### config.mk
export PLATFORM = sky130hd
export DESIGN_NAME = smswc_top
export DESIGN_NICKNAME = d
export VERILOG_FILES = /design/src/logic/smswc_pkg.sv /design/src/logic/smswc_sync.sv /design/src/logic/smswc_timer.sv /design/src/logic/smswc_top.sv
export SDC_FILE = /design/constraint.sdc
export NUM_CORES = 1
export LEC_CHECK = 0
export BUFFER_PORTS_ARGS = -buffer_cell sky130_fd_sc_hd__buf_2
export CORE_ASPECT_RATIO = 0.9
export CORE_UTILIZATION = 50
export DETAILED_ROUTE_END_ITERATION = 10
export PLACE_DENSITY = 0.67
export SYNTH_ARGS = -nofsm -noshare
export SYNTH_HDL_FRONTEND = slang
export SYNTH_SLANG_ARGS = --single-unit
### constraint.sdc
create_clock -name CLK -period 11.07 [get_ports CLK]
set_input_delay 2.214 -clock CLK [delete_from_list [all_inputs] [get_ports CLK]]
set_output_delay 2.214 -clock CLK [all_outputs]
set_load 0.02 [all_outputs]
### src/logic/smswc_pkg.sv
// Shared constants and types for the switch monitor mode control
package smswc_pkg;
  localparam int NSW           = 22;
  localparam int NSP           = 8;
  localparam int SP_LSB        = 14;
  localparam int CLK_PERIOD_NS = 40;
  // Timer grain of 1 ms
  localparam int TICK_NS       = 1_000_000;
  localparam int TICK_CYC      = TICK_NS / CLK_PERIOD_NS;
  localparam int SCAN_WIN_NS   = 125_000;
  localparam int SCAN_WIN_CYC  = (SCAN_WIN_NS + CLK_PERIOD_NS - 1) / CLK_PERIOD_NS;
  localparam int WET_MS        = 20;
  localparam int FRAME_LEN     = 24;

  localparam logic [11:0] INT_BASE_MS = 12'h020;
  localparam logic [11:0] SCAN_BASE_MS = 12'h001;
  localparam logic [2:0]  INT_OFF     = 3'h7;
  localparam logic [2:0]  SCAN_OFF    = 3'h0;
  localparam logic [4:0]  WET_INIT    = 5'(WET_MS);
  localparam logic [4:0]  FRAME_BITS  = 5'(FRAME_LEN);
  localparam logic [21:0] CFG_POR     = 22'h3fffff;
  localparam logic [7:0]  POL_POR     = 8'hff;

  localparam logic [7:0] CMD_POL_SP   = 8'h01;
  localparam logic [7:0] CMD_WAKE_SP  = 8'h02;
  localparam logic [7:0] CMD_WAKE_SG  = 8'h03;
  localparam logic [7:0] CMD_METAL_SP = 8'h04;
  localparam logic [7:0] CMD_METAL_SG = 8'h05;
  localparam logic [7:0] CMD_WTMR_SP  = 8'h07;
  localparam logic [7:0] CMD_WTMR_SG  = 8'h08;
  localparam logic [7:0] CMD_TRI_SP   = 8'h09;
  localparam logic [7:0] CMD_TRI_SG   = 8'h0a;
  localparam logic [7:0] CMD_SLEEP    = 8'h0c;
  localparam logic [7:0] CMD_RESET    = 8'h7f;

  typedef enum logic [1:0] {MODE_NORMAL, MODE_SLEEP, MODE_SCAN} smswc_mode_e;

  // Control pins that cross into the clock domain together
  typedef struct packed {
    logic sclk;
    logic cs_b;
    logic mosi;
    logic rouse_b;
    logic alert_in;
    logic hot;
    logic vdd_ok;
  } smswc_ctl_s;

  // Idle pin levels, so that leaving reset shows no false edge
  localparam smswc_ctl_s CTL_IDLE = '{sclk: 1'b0, cs_b: 1'b1, mosi: 1'b0, rouse_b: 1'b1,
                                      alert_in: 1'b1, hot: 1'b0, vdd_ok: 1'b1};
endpackage

### src/logic/smswc_sync.sv
// Three-stage input synchroniser with agreement filter
`timescale 1ns/1ps
module smswc_sync import smswc_pkg::*; #(
  parameter int           W       = 1,
  parameter logic [W-1:0] RST_VAL = '0
) (
  // Clock and reset
  input  wire logic         clk,
  input  wire logic         rst_b,
  // Raw and filtered levels
  input  wire logic [W-1:0] din,
  output logic      [W-1:0] lvl,
  output logic      [W-1:0] rise,
  output logic      [W-1:0] fall
);
  typedef struct packed {
    logic [W-1:0] f1;
    logic [W-1:0] f2;
    logic [W-1:0] f3;
    logic [W-1:0] lvl;
  } smswc_sync_s;

  smswc_sync_s s, next_s;
  logic [W-1:0] agree;

  // First stage feeds only the second
  assign agree = ~(s.f2 ^ s.f3);
  assign rise  = agree & s.f3 & ~s.lvl;
  assign fall  = agree & ~s.f3 & s.lvl;
  assign lvl   = s.lvl;

  always_comb begin
    next_s     = s;
    next_s.f1  = din;
    next_s.f2  = s.f1;
    next_s.f3  = s.f2;
    next_s.lvl = (agree & s.f3) | (~agree & s.lvl);
  end

  always_ff @(posedge clk) begin
    if (!rst_b) begin
      // Reset to the idle level of the pin, else a false edge follows reset
      s <= {4{RST_VAL}};
    end else begin
      s <= next_s;
    end
  end
endmodule

### src/logic/smswc_timer.sv
// Millisecond period timer with automatic restart
`timescale 1ns/1ps
module smswc_timer import smswc_pkg::*; (
  // Clock and reset
  input  wire logic        clk,
  input  wire logic        rst_b,
  // Control
  input  wire logic        clear,
  input  wire logic        run,
  input  wire logic        tick,
  input  wire logic [11:0] limit,
  // Expiry pulse
  output logic             expired
);
  typedef struct packed {
    logic [11:0] cnt;
  } smswc_timer_s;

  smswc_timer_s s, next_s;

  assign expired = run && tick && (s.cnt == limit - 12'h001);

  always_comb begin
    next_s = s;
    if (clear) begin
      next_s.cnt = '0;
    end else if (expired) begin
      next_s.cnt = '0;
    end else if (run && tick) begin
      next_s.cnt = s.cnt + 12'h001;
    end
  end

  always_ff @(posedge clk) begin
    if (!rst_b) begin
      s <= '0;
    end else begin
      s <= next_s;
    end
  end
endmodule

### src/logic/smswc_top.sv
// Switch monitor mode control: serial link, alert, sleep, scan, wetting, thermal
// Overview of operation
// (RULE1) Normal mode: each enabled contact change drives the alert line low.
// (RULE2) Metallic input with timer on gets high current for 20 ms after change.
// (RULE3) Alert stays low until the host reads status over the link.
// (RULE4) Change during chip select low keeps alert asserted past select rise.
// (RULE5) Host may mask alerts and poll; short pulses are then missed.
// (RULE6) Only a valid sleep command moves normal mode to sleep.
// (RULE7) Configuration is held unchanged through sleep.
// (RULE8) Sleep exits on change, timer, rouse fall, alert fall, select fall.
// (RULE9) Without logic supply, alert and select falls do not wake.
// (RULE10) Host discards the first response word after a select wake.
// (RULE11) Interrupt timer expiry in sleep raises alert and wakes.
// (RULE12) Interrupt period 32 ms doubling per code, code 7 disables.
// (RULE13) Scan period off at 0, 1 ms doubling per code to 64 ms.
// (RULE14) Scan expiry reactivates inputs for 125 us and samples them.
// (RULE15) Scan mismatch wakes device, raising alert when that input is enabled.
// (RULE16) Scan match restarts scan timer, inputs idle, sleep continues.
// (RULE17) Both sleep timers are held cleared in normal mode.
// (RULE18) Thermal supervision works in normal mode only.
// (RULE19) Overtemperature raises alert, drops high current, sets thermal flag.
// (RULE20) Thermal flag clears at select rise only once cool.
// (RULE21) Timer disabled input gets continuous wetting while closed.
// (RULE22) Response word shows open as 0 and closed as 1.
// (RULE23) Reset command returns all configuration to power-on values.
// (RULE24) Sleep frame: top byte 0x0c, bits 5:3 interrupt, 2:0 scan.
// (RULE25) Sleep timers start from zero at entry, from the internal clock.
`timescale 1ns/1ps
module smswc_top import smswc_pkg::*; #(
  parameter int TICK_CYCLES = TICK_CYC
) (
  // Clock and reset
  input  wire logic             CLK,
  input  wire logic             RST_B,
  // Serial link
  input  wire logic             SCLK,
  input  wire logic             CS_B,
  input  wire logic             MOSI,
  output logic                  MISO,
  output logic                  MISO_OE,
  // Alert line, open drain
  input  wire logic             ALERT_IN,
  output logic                  ALERT_O,
  output logic                  ALERT_OE,
  // Wake and supply
  input  wire logic             ROUSE_B,
  input  wire logic             VDD_OK,
  input  wire logic             THERM_HOT,
  // Switch inputs, comparator says pin below threshold
  input  wire logic [NSW-1:0]   IN_LOW,
  // Current source control
  output logic [NSW-1:0]        SRC_ON,
  output logic [NSW-1:0]        SRC_HIGH,
  output logic                  SLEEPING
);
  typedef struct packed {
    smswc_mode_e         mode;
    logic [NSW-1:0]      wake;
    logic [NSW-1:0]      metal;
    logic [NSW-1:0]      wtmr;
    logic [NSW-1:0]      tri_st;
    logic [NSP-1:0]      pol;
    logic [2:0]          int_sel;
    logic [2:0]          scan_sel;
    logic [NSW-1:0]      last;
    logic [NSW-1:0]      snap;
    logic                int_pend;
    logic                chg_frm;
    logic                therm;
    logic [23:0]         rx;
    logic [23:0]         tx;
    logic [4:0]          bits;
    logic [14:0]         pre;
    logic [11:0]         win;
    logic [NSW-1:0][4:0] wet;
    logic [NSW-1:0]      src_on;
    logic [NSW-1:0]      src_high;
    logic                miso;
  } smswc_state_s;

  smswc_state_s s, next_s;
  smswc_ctl_s   ctl_raw, c_lvl, c_rise, c_fall;
  logic [NSW-1:0] low_lvl, closed, chg, diff, want;
  logic tick, int_exp, scan_exp, cs_rise, cs_fall, frame_ok, sleep_cmd;
  logic rouse_wake, alert_wake, cs_wake, any_wake, win_end;
  logic hot_now;

  assign ctl_raw = '{sclk: SCLK, cs_b: CS_B, mosi: MOSI, rouse_b: ROUSE_B,
                     alert_in: ALERT_IN, hot: THERM_HOT, vdd_ok: VDD_OK};

  // Idle reset levels keep a select edge from appearing right after reset
  smswc_sync #(.W($bits(smswc_ctl_s)), .RST_VAL(CTL_IDLE)) u_ctl_sync (
    .clk   (CLK),
    .rst_b (RST_B),
    .din   (ctl_raw),
    .lvl   (c_lvl),
    .rise  (c_rise),
    .fall  (c_fall)
  );

  smswc_sync #(.W(NSW)) u_sw_sync (
    .clk   (CLK),
    .rst_b (RST_B),
    .din   (IN_LOW),
    .lvl   (low_lvl),
    .rise  (),
    .fall  ()
  );

  // Ground-switched inputs read closed when low; battery-switched when high
  assign closed = {low_lvl[NSW-1:SP_LSB] ^ s.pol, low_lvl[SP_LSB-1:0]};
  assign chg    = closed ^ s.last;
  assign diff   = closed ^ s.snap;

  assign cs_rise   = c_rise.cs_b;
  assign cs_fall   = c_fall.cs_b;
  assign frame_ok  = cs_rise && (s.bits == FRAME_BITS);
  assign sleep_cmd = frame_ok && (s.rx[23:16] == CMD_SLEEP); // RULE24
  assign tick      = (s.pre == 15'(TICK_CYCLES - 1));
  assign win_end   = (s.win == 12'(SCAN_WIN_CYC - 1));

  // Supply-gated wake sources; rouse needs no logic supply
  assign rouse_wake = c_fall.rouse_b; // RULE8
  assign alert_wake = c_fall.alert_in && c_lvl.rouse_b && c_lvl.vdd_ok; // RULE9
  assign cs_wake    = cs_fall && c_lvl.vdd_ok; // RULE9
  assign any_wake   = rouse_wake || alert_wake || cs_wake;
  assign hot_now    = c_lvl.hot && (s.mode == MODE_NORMAL); // RULE18

  // Timers are cleared throughout normal mode
  // Run is gated too, so a stale count cannot fire in the first normal cycle
  smswc_timer u_int_tmr (
    .clk     (CLK),
    .rst_b   (RST_B),
    .clear   (s.mode == MODE_NORMAL), // RULE17
    .run     ((s.mode != MODE_NORMAL) && (s.int_sel != INT_OFF)), // RULE12 RULE17
    .tick    (tick),
    .limit   (INT_BASE_MS << s.int_sel), // RULE12
    .expired (int_exp)
  );

  smswc_timer u_scan_tmr (
    .clk     (CLK),
    .rst_b   (RST_B),
    .clear   (s.mode == MODE_NORMAL), // RULE17
    .run     ((s.mode == MODE_SLEEP) && (s.scan_sel != SCAN_OFF)), // RULE13
    .tick    (tick),
    .limit   (SCAN_BASE_MS << (s.scan_sel - 3'h1)), // RULE13
    .expired (scan_exp)
  );

  always_comb begin
    next_s = s;
    // Prescaler restarts at sleep entry so both timers begin at zero
    next_s.pre = tick ? '0 : s.pre + 15'h0001; // RULE25

    // Link: sample on rising clock edge, shift out on falling
    if (cs_fall) begin
      next_s.bits = '0;
      next_s.chg_frm = 1'b0;
      next_s.tx = {s.therm, s.int_pend, closed}; // RULE22
    end else if (!c_lvl.cs_b) begin
      if (c_rise.sclk && s.bits != FRAME_BITS) begin
        next_s.rx = {s.rx[22:0], c_lvl.mosi};
        next_s.bits = s.bits + 5'h01;
      end
      if (c_fall.sclk) begin
        next_s.tx = {s.tx[22:0], 1'b0};
      end
    end
    next_s.miso = next_s.tx[23];

    // Status read ends at select rise; a change inside the frame keeps the alert
    if (cs_rise && !s.chg_frm) begin
      next_s.int_pend = 1'b0; // RULE3
    end

    // Thermal flag clears only when cool
    if (cs_rise && !c_lvl.hot) begin
      next_s.therm = 1'b0; // RULE20
    end

    // Commands, accepted only from normal mode
    if (frame_ok && s.mode == MODE_NORMAL) begin // RULE7
      case (s.rx[23:16])
        CMD_POL_SP:   next_s.pol = s.rx[NSP-1:0];
        CMD_WAKE_SP:  next_s.wake[NSW-1:SP_LSB] = s.rx[NSP-1:0];
        CMD_WAKE_SG:  next_s.wake[SP_LSB-1:0] = s.rx[SP_LSB-1:0];
        CMD_METAL_SP: next_s.metal[NSW-1:SP_LSB] = s.rx[NSP-1:0];
        CMD_METAL_SG: next_s.metal[SP_LSB-1:0] = s.rx[SP_LSB-1:0];
        CMD_WTMR_SP:  next_s.wtmr[NSW-1:SP_LSB] = s.rx[NSP-1:0]; // RULE21
        CMD_WTMR_SG:  next_s.wtmr[SP_LSB-1:0] = s.rx[SP_LSB-1:0]; // RULE21
        CMD_TRI_SP:   next_s.tri_st[NSW-1:SP_LSB] = s.rx[NSP-1:0];
        CMD_TRI_SG:   next_s.tri_st[SP_LSB-1:0] = s.rx[SP_LSB-1:0];
        CMD_SLEEP: begin
          next_s.mode = MODE_SLEEP; // RULE6
          next_s.int_sel = s.rx[5:3]; // RULE24
          next_s.scan_sel = s.rx[2:0]; // RULE24
          next_s.snap = s.last;
          next_s.pre = '0; // RULE25
        end
        CMD_RESET: begin
          next_s.wake = CFG_POR; // RULE23
          next_s.metal = CFG_POR; // RULE23
          next_s.wtmr = CFG_POR; // RULE23
          next_s.tri_st = CFG_POR; // RULE23
          next_s.pol = POL_POR; // RULE23
        end
        default: next_s.mode = s.mode;
      endcase
    end

    // Per-input wetting timers run in ms ticks
    for (int i = 0; i < NSW; i++) begin
      if (s.mode == MODE_NORMAL && chg[i] && s.metal[i] && s.wtmr[i]) begin
        next_s.wet[i] = WET_INIT; // RULE2
      end else if (tick && s.wet[i] != '0) begin
        next_s.wet[i] = s.wet[i] - 5'h01; // RULE2
      end
    end

    case (s.mode)
      MODE_NORMAL: begin
        next_s.last = closed;
        if (|(chg & s.wake)) begin
          next_s.int_pend = 1'b1; // RULE1
          if (!c_lvl.cs_b) begin
            next_s.chg_frm = 1'b1; // RULE4
          end
        end
        if (c_lvl.hot && !s.therm) begin
          next_s.therm = 1'b1; // RULE18
          next_s.int_pend = 1'b1; // RULE19
        end
      end
      MODE_SLEEP: begin
        if (any_wake) begin
          next_s.mode = MODE_NORMAL; // RULE8
        end else if (int_exp) begin
          next_s.int_pend = 1'b1; // RULE11
          next_s.mode = MODE_NORMAL; // RULE11
        end else if (scan_exp) begin
          next_s.mode = MODE_SCAN; // RULE14
          next_s.win = '0;
        end
      end
      MODE_SCAN: begin
        next_s.win = s.win + 12'h001;
        if (any_wake) begin
          next_s.mode = MODE_NORMAL; // RULE8
        end else if (int_exp) begin
          next_s.int_pend = 1'b1; // RULE11
          next_s.mode = MODE_NORMAL; // RULE11
        end else if (win_end) begin
          if (|diff) begin
            next_s.mode = MODE_NORMAL; // RULE15
            // Set wins over a select clear in the same cycle
            next_s.int_pend = next_s.int_pend | (|(diff & s.wake)); // RULE15
          end else begin
            next_s.mode = MODE_SLEEP; // RULE16
          end
        end
      end
      default: next_s.mode = MODE_NORMAL;
    endcase

    // Sources run in normal mode and in the scan window only
    for (int i = 0; i < NSW; i++) begin
      want[i] = s.metal[i] && (s.wtmr[i] ? (s.wet[i] != '0) : closed[i]); // RULE21
    end
    next_s.src_on = (next_s.mode == MODE_SLEEP) ? '0 : ~s.tri_st; // RULE14
    // Overtemperature trades wetting strength for die safety
    next_s.src_high = next_s.src_on & want & {NSW{~hot_now}}; // RULE19 RULE20
  end

  always_ff @(posedge CLK) begin
    if (!RST_B) begin
      s        <= '0;
      s.mode   <= MODE_NORMAL;
      s.wake   <= CFG_POR;
      s.metal  <= CFG_POR;
      s.wtmr   <= CFG_POR;
      s.tri_st <= CFG_POR;
      s.pol    <= POL_POR;
      s.int_sel  <= INT_OFF;
      s.scan_sel <= SCAN_OFF;
    end else begin
      s <= next_s;
    end
  end

  assign MISO     = s.miso;
  assign MISO_OE  = ~c_lvl.cs_b;
  assign ALERT_O  = 1'b0;
  assign ALERT_OE = s.int_pend;
  assign SRC_ON   = s.src_on;
  assign SRC_HIGH = s.src_high;
  assign SLEEPING = (s.mode != MODE_NORMAL);
endmodule

-- Word-level counts from Yosys, hierarchy flattened
Cells that the tools add are included.
- add/subtract/negate cells: 30
- multipliers: 0
- div/mod/pow operators: 0
- order comparisons: 0
- equality and inequality tests: 25
- shift operators: 2
- multiplexer cells: 113
- bitwise logic cells: 30
- reductions and logical operators: 231
- operators by type and width (kind ; count):
    2-to-1 mux 5 bit ; 45
    bitwise AND 22 bit ; 6
    logical AND 1 bit ; 126
    case mux 14 bit (2 select lines) ; 4
    nonzero test 5 bit ; 22
    subtractor 5 x 1 -> 5 bit, second input constant ; 22
    2-to-1 mux 104 bit ; 1
    case mux 8 bit (2 select lines) ; 5
    nonzero test 2 bit ; 34
    inverter 22 bit ; 3
    OR reduction 22 bit ; 3
    bitwise XOR 22 bit ; 3
    2-to-1 mux 29 bit ; 2
    OR reduction 2 bit ; 23
    2-to-1 mux 15 bit ; 3
    adder 12 x 1 -> 12 bit, second input constant ; 3
    2-to-1 mux 12 bit ; 3
    bitwise AND 7 bit ; 5
    2-to-1 mux 1 bit ; 35
    == test 8 x 4 -> 1 bit, second input constant ; 4
    inverter 7 bit ; 4
    == test 12 bit ; 2
    == test 8 x 3 -> 1 bit, second input constant ; 3
    2-to-1 mux 24 bit ; 1
    other kinds (37) ; 69
- flip-flop bits (word level): 525
- bits in latches: 0
- bits in writable memories: 0
- ROM bits: 0
- input port bits: 31
- output and inout bits: 49
- memories kept: 0

-- Logic depth before layout (Yosys ltp)
Gate-level depths: netlist (run 1).
- depth in word-level cells: 15
- depth in mapped cells: 15
- depth with buffers taken out: 11

-- Hierarchy
Synthesis (run 1) repeated with hierarchy kept, for this count alone.
- cells, all modules: 2744
- area, all modules: 24230.7 um^2
- by module, submodules not included (module ; times used ; cells an instance ; area an instance (um^2) ; seq. area each (um^2)):
    smswc_top ; 1 ; 1997 ; 17180.2 ; 7707.4
    smswc_sync at u_sw_sync ; 1 ; 361 ; 3764.9 ; 1761.7
    smswc_timer ; 2 ; 136 ; 1054.8 ; 240.2
    smswc_sync at u_ctl_sync ; 1 ; 114 ; 1176.1 ; 560.5

-- Worst setup path after synthesis (run 1)
No wires, ideal clock.
- kind: reg-to-reg
- start: reg s[282] in the netlist's numbering
- end: reg s[158] in the netlist's numbering
- arrival time: 3.351 ns
- required time: 10.936 ns
- slack: 7.585 ns
- stages on the path, launching flop included: 15
- path buffers: 3
- period minus slack after synthesis: 3.485 ns
- cell sequence: dfxtp_1 clkbuf_1 nor2_1 ha_1 buf_2 nand3b_1 ha_1 clkbuf_1 or3b_2 a211oi_1 a311o_2 o2111ai_1 a211oi_2 or2_4 a311oi_1
- longest elaborated chain between the ends: 7
- RTL lines (element ; line ; text):
    start, declared ; smswc_top.sv:81 ; smswc_state_s s, next_s;
    start signal, assigned ; smswc_top.sv:287 ; s <= next_s;
    subtractor 3 x 1 -> 3 bit ; smswc_top.sv:147 ; .limit (SCAN_BASE_MS << (s.scan_sel - 3'h1)),
    left shift 1 x 3 -> 12 bit ; smswc_top.sv:147 ;
    subtractor 12 x 1 -> 12 bit ; smswc_timer.sv:21 ; assign expired = run && tick && (s.cnt == limit - 12'h001);
    == test 12 bit ; smswc_timer.sv:21 ;
    logical AND 1 bit (*) ; smswc_timer.sv:21 ;
    != test 2 bit (no line) (*) ; -- ;
    AND reduction 4 bit (no line) (*) ; -- ;
Every way passes the cells marked *; elsewhere a longest branch is shown, timed or not.
A chain may end at the register's enable or synchronous reset.

-- Worst setup path in the final report (run 1)
- start: reg s[283] in the netlist's numbering
- end: reg s, in the netlist SRC_HIGH[5]
- longest elaborated chain between the ends: 13
- RTL lines (element ; line ; text):
    subtractor 3 x 1 -> 3 bit ; smswc_top.sv:147 ;
    left shift 1 x 3 -> 12 bit ; smswc_top.sv:147 ;
    subtractor 12 x 1 -> 12 bit ; smswc_timer.sv:21 ;
    == test 12 bit ; smswc_timer.sv:21 ;
    logical AND 1 bit (*) ; smswc_timer.sv:21 ;
    2-to-1 mux 2 bit (*) ; smswc_top.sv:241 ; end else if (scan_exp) begin
    2-to-1 mux 2 bit (*) ; smswc_top.sv:238 ; end else if (int_exp) begin
    2-to-1 mux 2 bit (*) ; smswc_top.sv:236 ; if (any_wake) begin
    case mux 2 bit (3 select lines) (*) ; smswc_top.sv:221 ; case (s.mode)
    == test 2 x 1 -> 1 bit (*) ; smswc_top.sv:270 ; next_s.src_on = (next_s.mode == MODE_SLEEP) ? '0 : ~s.tri_st;
    2-to-1 mux 22 bit (*) ; smswc_top.sv:270 ;
    bitwise AND 22 bit (*) (2 in series) ; smswc_top.sv:272 ; next_s.src_high = next_s.src_on & want & {NSW{~hot_now}};
Marks and branches as above.

==> results.md, run 1 <==
- Final nets: between 2k and 3k
- Area of the mapped netlist: around 22000 sq um
- Max-slew violations: 0
- Xor/xnor share of the synthesized area: 0.0700
- Minimum clock period: a little under 4000 ps
- TritonCTS Buffers: 53
- PortBufs: just under 80
- Mux share of post-synthesis cell area: 0.00515
- Commonest register cell after synthesis: dfxtp_1
- I/O pin count: 80
- FMAX: 255 MHz
- CP max FO: 44
- Setup TNS: 0 ps
- Fraction of registers with async set/reset: 0
- Largest family of logic cells by synthesized area: simple AND/OR/NAND/NOR gates
- FILL cells: approximately 3.8k
- Max incr delay on CP: ~590 ps
- Pin count of the biggest net entering global routing: between 80 and 90
- Setup Fix Bufs, Post-CTS: 0
- Post-CTS Hold Buffers: 0
- Outcome: complete, no violations
- Standard-cell rows: just over 70
- Final period util: 0.354
- DR vias/cell: 5.52
- Comb pwr share: 0.022
- Mean post-synth cell area: 8.73 sq um
- Clock Path Buffers: 3
- Crit. Startpoint: s[283]$_SDFFE_PN0P_
- Seq pwr share: 0.495
- Vias in the first global route: ~16k
- RePlAce Congestion: roughly 0.91
- Most common cell after layout, fill and taps aside: dfxtp_1
- Switching Share: 0.211
- Pleak: between 9 and 10 nW
- P&R area growth vs syn: 10.7%
- Antenna violations before repair: 0
- Register bit total from synthesis: approximately 530
- Initial Util: 0.508
- Routed wire length: 50500 microns
- Clock transition at the registers of the reported paths: 60 ps
- Antenna fix cells: 0
- Final Setup Violations: 0
- Clock Power Share: 0.483
- Hold slack: ~400 ps
- Syn Inst Count: 2504
- Hold path startpoint: u_ctl_sync.next_s[14]$_SDFF_PN1_
- H-tree levels: 2
- Total GRT Usage: 0.226
- Chip height: around 200 microns
- Multi-input gate area: 10300 sq um
- PD cells: 161 nW/um^2
- Total grt overflow: 0
- Critical Path RT: 11530 ps
- Vias: 17.1k
- MaxCap Viol Count: 0
- CTS tree: built
- Pint: 3.07 mW
- Worst hold-check path type: register to register
- Synth Area in Adders: 0.0343
- Clk_lat worst skew: around 610 ps
- Setup CP Type: register to register
- Worst Path Arrival: 4380 ps
- Clock Skews: approximately 15 ps
- Synthesized net count: about 2.6k
- Sw Pwr: about 0.8 mW
- DRT iter0 DRCs: 1206
- Die Area: between 40000 and 50000 sq um
- Layout cell share with drive strength beyond 1: 0.0957
- Measured slew at the worst slew-check pin: ~1300 ps
- Post-route cell area: between 20000 and 25000 sq um
- Worst VDD drop: 93.1 uV
- Post-synth cell types: 75
- Family with the most delay on the worst path: compound AO/OA/AOI/OAI gates
- Critical path cell sequence: nor2_1 -> ha_1 -> nand3b_1 -> ha_1 -> and2_1 -> a221oi_1 -> a311oi_1 -> o2111ai_1 -> a22oi_2 -> o311ai_4 -> buf_4 -> nor2_1
- Complex-gate fraction of the synthesized area: 0.132
- Warnings, synthesis: 0
- Area of the core: 43100 sq um
- Antenna Violating Nets Remaining: 0
- Relative slew slack: 0.122
- Crit start category: register
- Hold Vio Cnt, Final: 0
- Final core utilization: 0.562
- Register area: 10500 sq um
- Die W: ~220 microns
- CP bufs+invs: 1
- Post-synth EDFFs: 0
- Reg2reg start: s[283]$_SDFFE_PN0P_
- First-pass iteration count of the detailed router: 7
- Critical Path Slowest Stage Cell: dfxtp_1
- Clock sink count: 525
- Crit end category: register
- Placed inst area: 22300 sq um
- RSZ-0062 raised after global routing: no
- Most frequent cells in the layout: dfxtp_1 (525), nand2_1 (413), nor2_1 (299), a21oi_1 (154), xor2_1 (101)
- # resized after CTS: 0
- Residual DRC count: 0
- Root buffer cell: clkbuf_16
- Synth Area in Simple Gates: 0.229
- HPWL after DPL: approximately 34000 microns
- First-pass GRT wire length: approximately 80000 microns
- Post-synthesis sequential area ratio: 0.481
- Wirelength per Cell: ~16 microns
## registers in the layout, summed over array words and instances (netlist names), named ones only
| name | cells |
|---|---|
| ALERT_OE | 1 |
| SRC_HIGH | 22 |
| SRC_ON | 22 |
| s | 340 |
| u_ctl_sync.next_s | 14 |
| u_ctl_sync.s | 7 |
| u_int_tmr.s | 12 |
| u_scan_tmr.s | 12 |
| u_sw_sync.next_s | 44 |
| u_sw_sync.s | 22 |
## layer usage
| metal | routed length (microns) | track usage | vias to the layer above |
|---|---|---|---|
| met3 | 3060 | 0.0346 | 72 |
| met4 | 1100 | 0.0722 | 0 |
| li1 | - | - | 8506 |
| met2 | 23100 | 0.371 | 436 |
| met1 | 23200 | 0.304 | 8071 |
| met5 | 0 | 0 | - |
## logic make-up after synthesis
group | after synthesis
flops | 525
mux | 11
compound gates | 453
simple gates | 1059
other cells | 1
fa+ha+maj | 60
buf+inv | 228
xor+xnor | 167
## cell type report
type                            count  share of cell area
Clock inverter                     26              0.0129
Inverter                           68              0.0107
Multi-Input combinational cell   1751               0.426
Timing Repair Buffer               99              0.0229
Sequential cell                   525               0.434
Tap cell                          555              0.0287
Clock buffer                       71              0.0643
## cell usage after synthesis (all sizes together) (61+ instances only)
cell type  instances  area, sq um
o211ai           100          751
nor2             320         1250
xnor2             64          598
nand2            413         1550
and2              82          514
a21oi            154          771
o21ai             67          335
clkbuf            99          372
xor2             101          885
buf               61          437
dfxtp            525        10500
inv               68          255
## worst reg2reg max path, stage by stage (launching register included)
cell	delay (ps)
dfxtp_1	590
nor2_1	80
ha_1	580
nand3b_1	190
ha_1	340
and2_1	220
a221oi_1	300
a311oi_1	110
o2111ai_1	300
a22oi_2	150
o311ai_4	210
buf_4	570
nor2_1	140
## power groups by stage
stage	registers (mW)	logic, mW	clock network, mW
2_1_floorplan	1.96	0.0630	0
3_3_place_gp	1.97	0.0831	0
3_5_place_dp	1.97	0.0855	0
4_1_cts	1.93	0.0858	1.92
5_1_grt	1.93	0.0955	2.00
6_report	1.93	0.0851	1.88
## stage by stage
| step | total power [mW] | setup WS (ps) | instances |
|---|---|---|---|
| final | 3.89 | 7150 | 3095 |
| after global routing | 4.02 | 6840 | 3095 |
| after CTS | 3.93 | 7140 | 3095 |
| after detailed placement | 2.05 | 6760 | 2998 |
| after global placement | 2.05 | 6860 | 2998 |
| after floorplan | 2.03 | 7580 | 2504 |
## final timing paths
path | to | slack (ps) | cells past startpoint
max reg2reg | SRC_HIGH[5]$_SDFF_PN0_ | 7150 | 12
min reg2reg | u_ctl_sync.next_s[7]$_SDFF_PN1_ | 400 | 1
max | SRC_HIGH[5]$_SDFF_PN0_ | 7150 | 12
min | u_ctl_sync.next_s[7]$_SDFF_PN1_ | 400 | 1
Power figures use the tool's default switching activity.
==> inputs of run 2 (changes only) <==
--- a/config.mk
+++ b/config.mk
@@ -5,11 +5,12 @@
 export SDC_FILE = /design/constraint.sdc
 export NUM_CORES = 1
 export LEC_CHECK = 0
+export ABC_AREA = 1
 export BUFFER_PORTS_ARGS = -buffer_cell sky130_fd_sc_hd__buf_2
 export CORE_ASPECT_RATIO = 0.9
 export CORE_UTILIZATION = 50
 export DETAILED_ROUTE_END_ITERATION = 10
-export PLACE_DENSITY = 0.67
+export PLACE_DENSITY = 0.66
 export SYNTH_ARGS = -nofsm -noshare
 export SYNTH_HDL_FRONTEND = slang
 export SYNTH_SLANG_ARGS = --single-unit
==> constraint.sdc (replaced) <==
create_clock -name CLK -period 3.8 [get_ports CLK]
set_input_delay 0.76 -clock CLK [delete_from_list [all_inputs] [get_ports CLK]]
set_output_delay 0.76 -clock CLK [all_outputs]
set_load 0.02 [all_outputs]
==> run 2 against run 1 <==
Net effect:
- routed wire length grew 12%
- die area up 6.3%
- clock power increased to 2.8 times the previous value
- global-route usage increased by 1.0 points
- final area is 5.3% higher
- worst hold slack got worse by 58 ps
- via count is 13% higher
- core utilization fell by 0.36 points
- sequential share of layout area is 2.2 points lower
- clock skew grew 1.5 ps
- sequential power rose to 2.9 times the previous value
- critical endpoint is now SRC_HIGH[1]$_SDFF_PN0_
- largest power group unchanged
==> results.md, run 2 <==
- Antenna Violating Nets Remaining: 0 (unchanged)
- Die Area: 47400 sq um (+6.3%)
- PD cells: 439 nW/um^2 (+170%)
- Yosys top cell by area: dfxtp_1
- Post-synth cell types: 51 (-32%)
- Residual DRC count: 0 (unchanged)
- Placed inst area: 23700 sq um (+6.1%)
- I/O pin count: 80 (unchanged)
- Max incr delay on CP: 500 ps (-90 ps)
- CP max FO: 23 (-48%)
- Crit end category: register
- DRT iter0 DRCs: 1677 (+39%)
- PortBufs: 78 (unchanged)
- Mean post-synth cell area: 7.64 sq um (-13%)
- Post-synthesis sequential area ratio: 0.452 (-0.0286)
- Vias in the first global route: 17.6k (+9.6%)
- Final period util: 0.797 (+0.443)
- Syn Inst Count: 3043 (+22%)
- Setup CP Type: register to register
- Pin count of the biggest net entering global routing: 117 (+31%)
- Dominant cells by area after synthesis: dfxtp_1 (45%), nand2_1 (12%), inv_1 (6.3%)
- # resized after CTS: 0 (unchanged)
- HPWL after DPL: 38900 microns (+15%)
- Final Power: 11.2 mW (+190%)
- Root buffer cell: clkbuf_16
- Inst Count DP: 3595 (+20%)
- Clk_lat worst skew: 600 ps (about the same)
- Total grt overflow: 0 (unchanged)
- Layout cell share with drive strength beyond 1: 0.108 (+0.0127)
- Initial Util: 0.509 (+0.00154)
- Worst VDD drop: 317 uV (+240%)
- Setup TNS: 0 ps (unchanged)
- Chip height: 207 microns (+3.1%)
- CP dominant cell by count: nor2_1
- Clock sink count: 525 (unchanged)
- Most frequent cells in the layout: nand2_1 (739), dfxtp_1 (525), inv_1 (391), a21oi_1 (204), nor2_1 (198)
- Critical Path RT: 4330 ps (-7200 ps)
- Max reg flops: 340 (unchanged)
- Worst hold-check path type: input pin to register
- Vias: 19.3k (+13%)
- CTS tree: built
- Minimum clock period: 3030 ps (-894 ps)
- Non-filler cells, final: 3690 (+19%)
- Biggest register: s
- Pleak: 11.7 nW (+21%)
- Critical Path Slowest Stage Cell: dfxtp_1
- Total GRT Usage: 0.236 (+0.0101)
- TritonCTS Buffers: 53 (unchanged)
- MaxCap Viol Count: 0 (unchanged)
- Final nets: 3133 (+21%)
- Area share of the largest cell type after synthesis: 0.452 (-0.0286)
- Post-route cell area: 25500 sq um (+5.3%)
- Routed wire length: 56600 microns (+12%)
- Clock transition at the registers of the reported paths: 60 ps (about the same)
- Top-count cell post-synth: nand2_1
- Clock Skews: 16.9 ps (+1.48 ps)
- Area of the core: 45600 sq um (+6.0%)
- Setup Fix Bufs, Post-CTS: 0 (unchanged)
- Warnings, synthesis: 0 (unchanged)
- Commonest register cell after synthesis: dfxtp_1
- Final core utilization: 0.558 (-0.00359)
- Register bit total from synthesis: 525 (unchanged)
- DR vias/cell: 5.22 (-5.5%)
- First-pass GRT wire length: 89800 microns (+9.0%)
- Standard-cell rows: 74 (+2.8%)
- Antenna violations before repair: 0 (unchanged)
- H-tree levels: 2 (unchanged)
- Max-slew violations: 0 (unchanged)
- Clock Path Buffers: 3 (unchanged)
- Relative slew slack: 0.275 (+0.153)
- Most common cell after layout, fill and taps aside: nand2_1
- FMAX: 330 MHz (+29%)
- Crit start category: register
- Measured slew at the worst slew-check pin: 1080 ps (-228 ps)
- RSZ-0062 raised after global routing: no
- Final Setup Violations: 0 (unchanged)
- Critical path cell sequence: nor2_2 -> ha_1 -> nand3_1 -> ha_1 -> nand2_1 -> inv_1 -> nor2_1 -> nand2_1 -> nor2_1 -> nand3_1 -> nor2_1 -> nand3_1 -> clkinv_1 -> nand2_2 -> nand2_4 -> nand4_1 -> nor2_1
- Post-CTS Hold Buffers: 0 (unchanged)
- P&R area growth vs syn: 9.65%
- First-pass iteration count of the detailed router: 6 (-1)
- Post-synth EDFFs: 0 (unchanged)
- Synth cell count leaders: nand2_1 (739), dfxtp_1 (525), inv_1 (391)
- RePlAce Congestion: 0.898 (-1.0%)
- Synthesized net count: 3134 (+21%)
- Antenna fix cells: 0 (unchanged)
- Die W: 229 microns (+3.1%)
- Wirelength per Cell: 15.3 microns (-6.0%)
- Area of the mapped netlist: 23200 sq um (+6.3%)
- Worst Path Arrival: 3560 ps (-820 ps)
- Fraction of registers with async set/reset: 0 (unchanged)
- Outcome: complete, no violations
- Hold Vio Cnt, Final: 0 (unchanged)
## run 2: cell types whose count changed in the layout (fill, tap and decap cells not counted), sizes merged, moves of 75 or more
| cell | change |
|---|---|
| inv | +343 |
| nand3 | +143 |
| nor2 | -75 |
| nand2 | +336 |
| and2 | -82 |
| o21ai | +81 |
## run 2: final timing paths
check | from | endpoint | slack, ps | cells past startpoint
worst max-delay path | s[282]$_SDFFE_PN0P_ | SRC_HIGH[1]$_SDFF_PN0_ | 770 | 17
worst min-delay path | IN_LOW[15] | u_sw_sync.next_s[59]$_SDFF_PN0_ | 340 | 3
worst max register to register | s[282]$_SDFFE_PN0P_ | SRC_HIGH[1]$_SDFF_PN0_ | 770 | 17
worst min register to register | u_sw_sync.next_s[47]$_SDFF_PN0_ | u_sw_sync.next_s[25]$_SDFF_PN0_ | 410 | 2
## run 2: layout make-up
cell class                 instances  area, sq um
timing repair buffer              97          554
sequential                       525        10500
clock inverter                    25          287
clock buffer                      70         1500
inverter                         418         1570
tap                              608          761
fill                            4228        20200
multi-input combinational       1947        10300
## run 2: cell families after synthesis
group | after synthesis | share of synthesized area
other cells | 1 | 0.000161
flops | 525 | 0.452
compound gates | 474 | 0.115
buf+inv | 571 | 0.105
simple gates | 1312 | 0.258
fa+ha+maj | 60 | 0.0323
xor+xnor | 100 | 0.0377
## run 2: metrics by stage
| step | setup WS, ps | hold slack, ps |
|---|---|---|
| 6_report | 770 | 339 |
| 5_1_grt | 474 | 330 |
| 3_3_place_gp | 849 | 393 |
| 3_5_place_dp | 791 | 395 |
| 4_1_cts | 789 | 296 |
| 2_1_floorplan | 1340 | 390 |
## run 2: metal layers
layer	GRT usage	share of wire	vias to the layer above
li1	-	-	9706
met1	0.333	0.48	8898
met2	0.368	0.43	566
met3	0.0389	0.072	88
met4	0.0721	0.021	0
met5	0	0	-
## run 2: power by group
part           internal, mW  total [mW]  leakage (nW)  switching, mW
logic                0.0821       0.266          6.59          0.184
registers              5.57        5.60          4.26         0.0353
clock network          3.12        5.32         0.862           2.20
## run 2: worst max-delay path: cells and delay by family, from the launching register on
family | cells | cell delay [ps]
AND/OR/NAND/NOR | 13 | 1550
adder cells (fa/ha/maj) | 2 | 790
flip-flops | 1 | 500
buffers and inverters | 2 | 100
==> inputs of run 3 (changes only) <==
--- a/config.mk
+++ b/config.mk
@@ -10,7 +10,7 @@
 export CORE_ASPECT_RATIO = 0.9
 export CORE_UTILIZATION = 50
 export DETAILED_ROUTE_END_ITERATION = 10
-export PLACE_DENSITY = 0.66
+export PLACE_DENSITY = 0.69
 export SYNTH_ARGS = -nofsm -noshare
 export SYNTH_HDL_FRONTEND = slang
 export SYNTH_SLANG_ARGS = --single-unit
==> constraint.sdc (replaced) <==
create_clock -name CLK -period 2.7 [get_ports CLK]
set_input_delay 0.54 -clock CLK [delete_from_list [all_inputs] [get_ports CLK]]
set_output_delay 0.54 -clock CLK [all_outputs]
set_load 0.02 [all_outputs]
==> run 3 against run 2 <==
Net effect:
- power up 39%
- global-route usage increased by 0.34 points
- highest routed layer unchanged
- final area is 1.1% higher
==> results.md, run 3 (synthesized netlist as in run 2, its figures left out) <==
- Antenna Violating Nets Remaining: 0 (unchanged)
- Max-slew violations: 0 (unchanged)
- Clk_lat worst skew: 610 ps (about the same)
- Die Area: 47400 sq um (unchanged)
- PortBufs: 78 (unchanged)
- Reg2reg start: s[286]$_SDFFE_PN1P_
- Standard-cell rows: 74 (unchanged)
- CP bufs+invs: 1 (-1)
- Switching Share: 0.216 (-0.000219)
- Pleak: 11.9 nW (+1.5%)
- Comb pwr share: 0.025 (about the same)
- Most frequent cells in the layout: nand2_1 (738), dfxtp_1 (522), inv_1 (391), a21oi_1 (204), nor2_1 (197)
- Pin count of the biggest net entering global routing: 94 (-20%)
- Critical path cell sequence: nor2_2 -> nand2_1 -> ha_1 -> inv_1 -> nand4_1 -> nand2_1 -> nor2_1 -> nor2_4 -> nand3_2 -> nor2_2 -> nor2_4 -> nand2_4 -> nand3_1 -> a21oi_1
- Hold Vio Cnt, Final: 0 (unchanged)
- Outcome: complete, no violations
- Area of the core: 45600 sq um (unchanged)
- Layout cell share with drive strength beyond 1: 0.117 (+0.00860)
- Setup CP Type: register to register
- Crit start category: register
- Worst VDD drop: 492 uV (+55%)
- Hold path startpoint: MOSI
- H-tree levels: 2 (unchanged)
- Die W: 229 microns (unchanged)
- Total GRT Usage: 0.239 (+0.00340)
- DRT iter0 DRCs: 1574 (-6.1%)
- Clock Power Share: 0.469 (-0.007)
- I/O pin count: 80 (unchanged)
- Critical Path RT: 3170 ps (-1160 ps)
- Worst Path Arrival: 2980 ps (-580 ps)
- Worst hold-check path type: input pin to register
- Family with the most delay on the worst path: simple AND/OR/NAND/NOR gates
- HPWL after DPL: 40100 microns (+3.1%)
- Clock sink count: 525 (unchanged)
- Measured slew at the worst slew-check pin: 720 ps (-363 ps)
- Max reg flops: 340 (unchanged)
- Most common cell after layout, fill and taps aside: nand2_1
- CTS tree: built
- Wirelength per Cell: 15.5 microns (+1.3%)
- FILL cells: 4180 (-1.1%)
- First-pass GRT wire length: 91600 microns (+2.0%)
- Residual DRC count: 0 (unchanged)
- Hold slack: 116 ps (-222 ps)
- Post-CTS Hold Buffers: 0 (unchanged)
- Relative slew slack: 0.519 (+0.243)
- Chip height: 207 microns (unchanged)
- Crit. Startpoint: s[286]$_SDFFE_PN1P_
- Final Setup Violations: 0 (unchanged)
- Minimum clock period: 2510 ps (-520 ps)
- Setup Fix Bufs, Post-CTS: 0 (unchanged)
- Critical Path Slowest Stage Cell: dfxtp_1
- Clock transition at the registers of the reported paths: 60 ps (about the same)
- FMAX: 398 MHz (+21%)
- Initial Util: 0.509 (unchanged)
- Sw Pwr: 3.37 mW (+39%)
- Max incr delay on CP: 490 ps (about the same)
- Seq pwr share: 0.506 (+0.006)
- Routed wire length: 57700 microns (+2.1%)
- Root buffer cell: clkbuf_16
- TritonCTS Buffers: 53 (unchanged)
- Pint: 12.2 mW (+39%)
- Vias: 19.5k (+1.2%)
- Setup TNS: 0 ps (unchanged)
- Final nets: 3165 (+1.0%)
- Antenna fix cells: 0 (unchanged)
- CP max FO: 12 (-48%)
- Biggest register: s
- Clock Path Buffers: 3 (unchanged)
- Crit end category: register
- Antenna violations before repair: 0 (unchanged)
- First-pass iteration count of the detailed router: 6 (unchanged)
- DR vias/cell: 5.24 (+0.39%)
- RePlAce Congestion: 0.914 (+1.8%)
- PD cells: 605 nW/um^2 (+38%)
- P&R area growth vs syn: 10.8%
- Vias in the first global route: 18.1k (+2.5%)
- Final period util: 0.930 (+0.132)
- Final Power: 15.6 mW (+39%)
- Total grt overflow: 0 (unchanged)
- RSZ-0062 raised after global routing: no
- MaxCap Viol Count: 0 (unchanged)
- Clock Skews: 19.4 ps (+2.48 ps)
==> run 3: cell type report <==
cell class	count	area, sq um	share of cell area
flip-flops and latches	525	10500	0.408
multi-input cells	1949	10400	0.403
inverters	418	1570	0.0610
clock buffers	79	1560	0.0604
repair buffers	127	817	0.0317
well taps	608	761	0.0295
clock inverters	14	163	0.00631
==> run 3: tightest hold or removal path: cells and delay by family <==
family	cells	cell delay, ps
simple gates	1	40
buf+inv	2	110
==> run 3: worst paths after layout <==
check / cells past startpoint / to / slack (ps)
worst min register to register: 2 / u_sw_sync.next_s[27]$_SDFF_PN0_ / 410
worst max register to register: 14 / s[166]$_SDFFE_PN0P_ / 190
worst max-delay path: 14 / s[166]$_SDFFE_PN0P_ / 190
worst min-delay path: 3 / u_ctl_sync.next_s[18]$_SDFF_PN0_ / 120
==> run 3: what timing repair did <==
action	in CTS	in global routing
hold endpoints to repair	0	0
resized for setup	0	13
setup endpoints to repair	0	66
==> run 3: metal layers <==
layer | routed length, microns | vias up | global-route usage
li1 | - | 9755 | -
met5 | 0 | - | 0
met4 | 1370 | 0 | 0.0786
met2 | 24900 | 621 | 0.375
met1 | 26800 | 9025 | 0.332
met3 | 4610 | 90 | 0.0441
==> run 3: power by group through the flow <==
stage / registers [mW] / logic, mW / clock network (mW)
4_1_cts: 7.88 / 0.387 / 7.46
5_1_grt: 7.89 / 0.437 / 7.75
3_3_place_gp: 8.05 / 0.376 / 0
6_report: 7.89 / 0.386 / 7.31
3_5_place_dp: 8.06 / 0.385 / 0
2_1_floorplan: 8.04 / 0.267 / 0
==> run 3: stage by stage <==
step	cells	util	setup WS, ps	instance area, sq um
6_report	3720	0.564	190	25800
5_1_grt	3720	0.564	14.4	25800
4_1_cts	3718	0.563	119	25700
3_5_place_dp	3625	0.525	133	24000
3_3_place_gp	3625	0.525	159	24000
2_1_floorplan	3043	-	236	23200
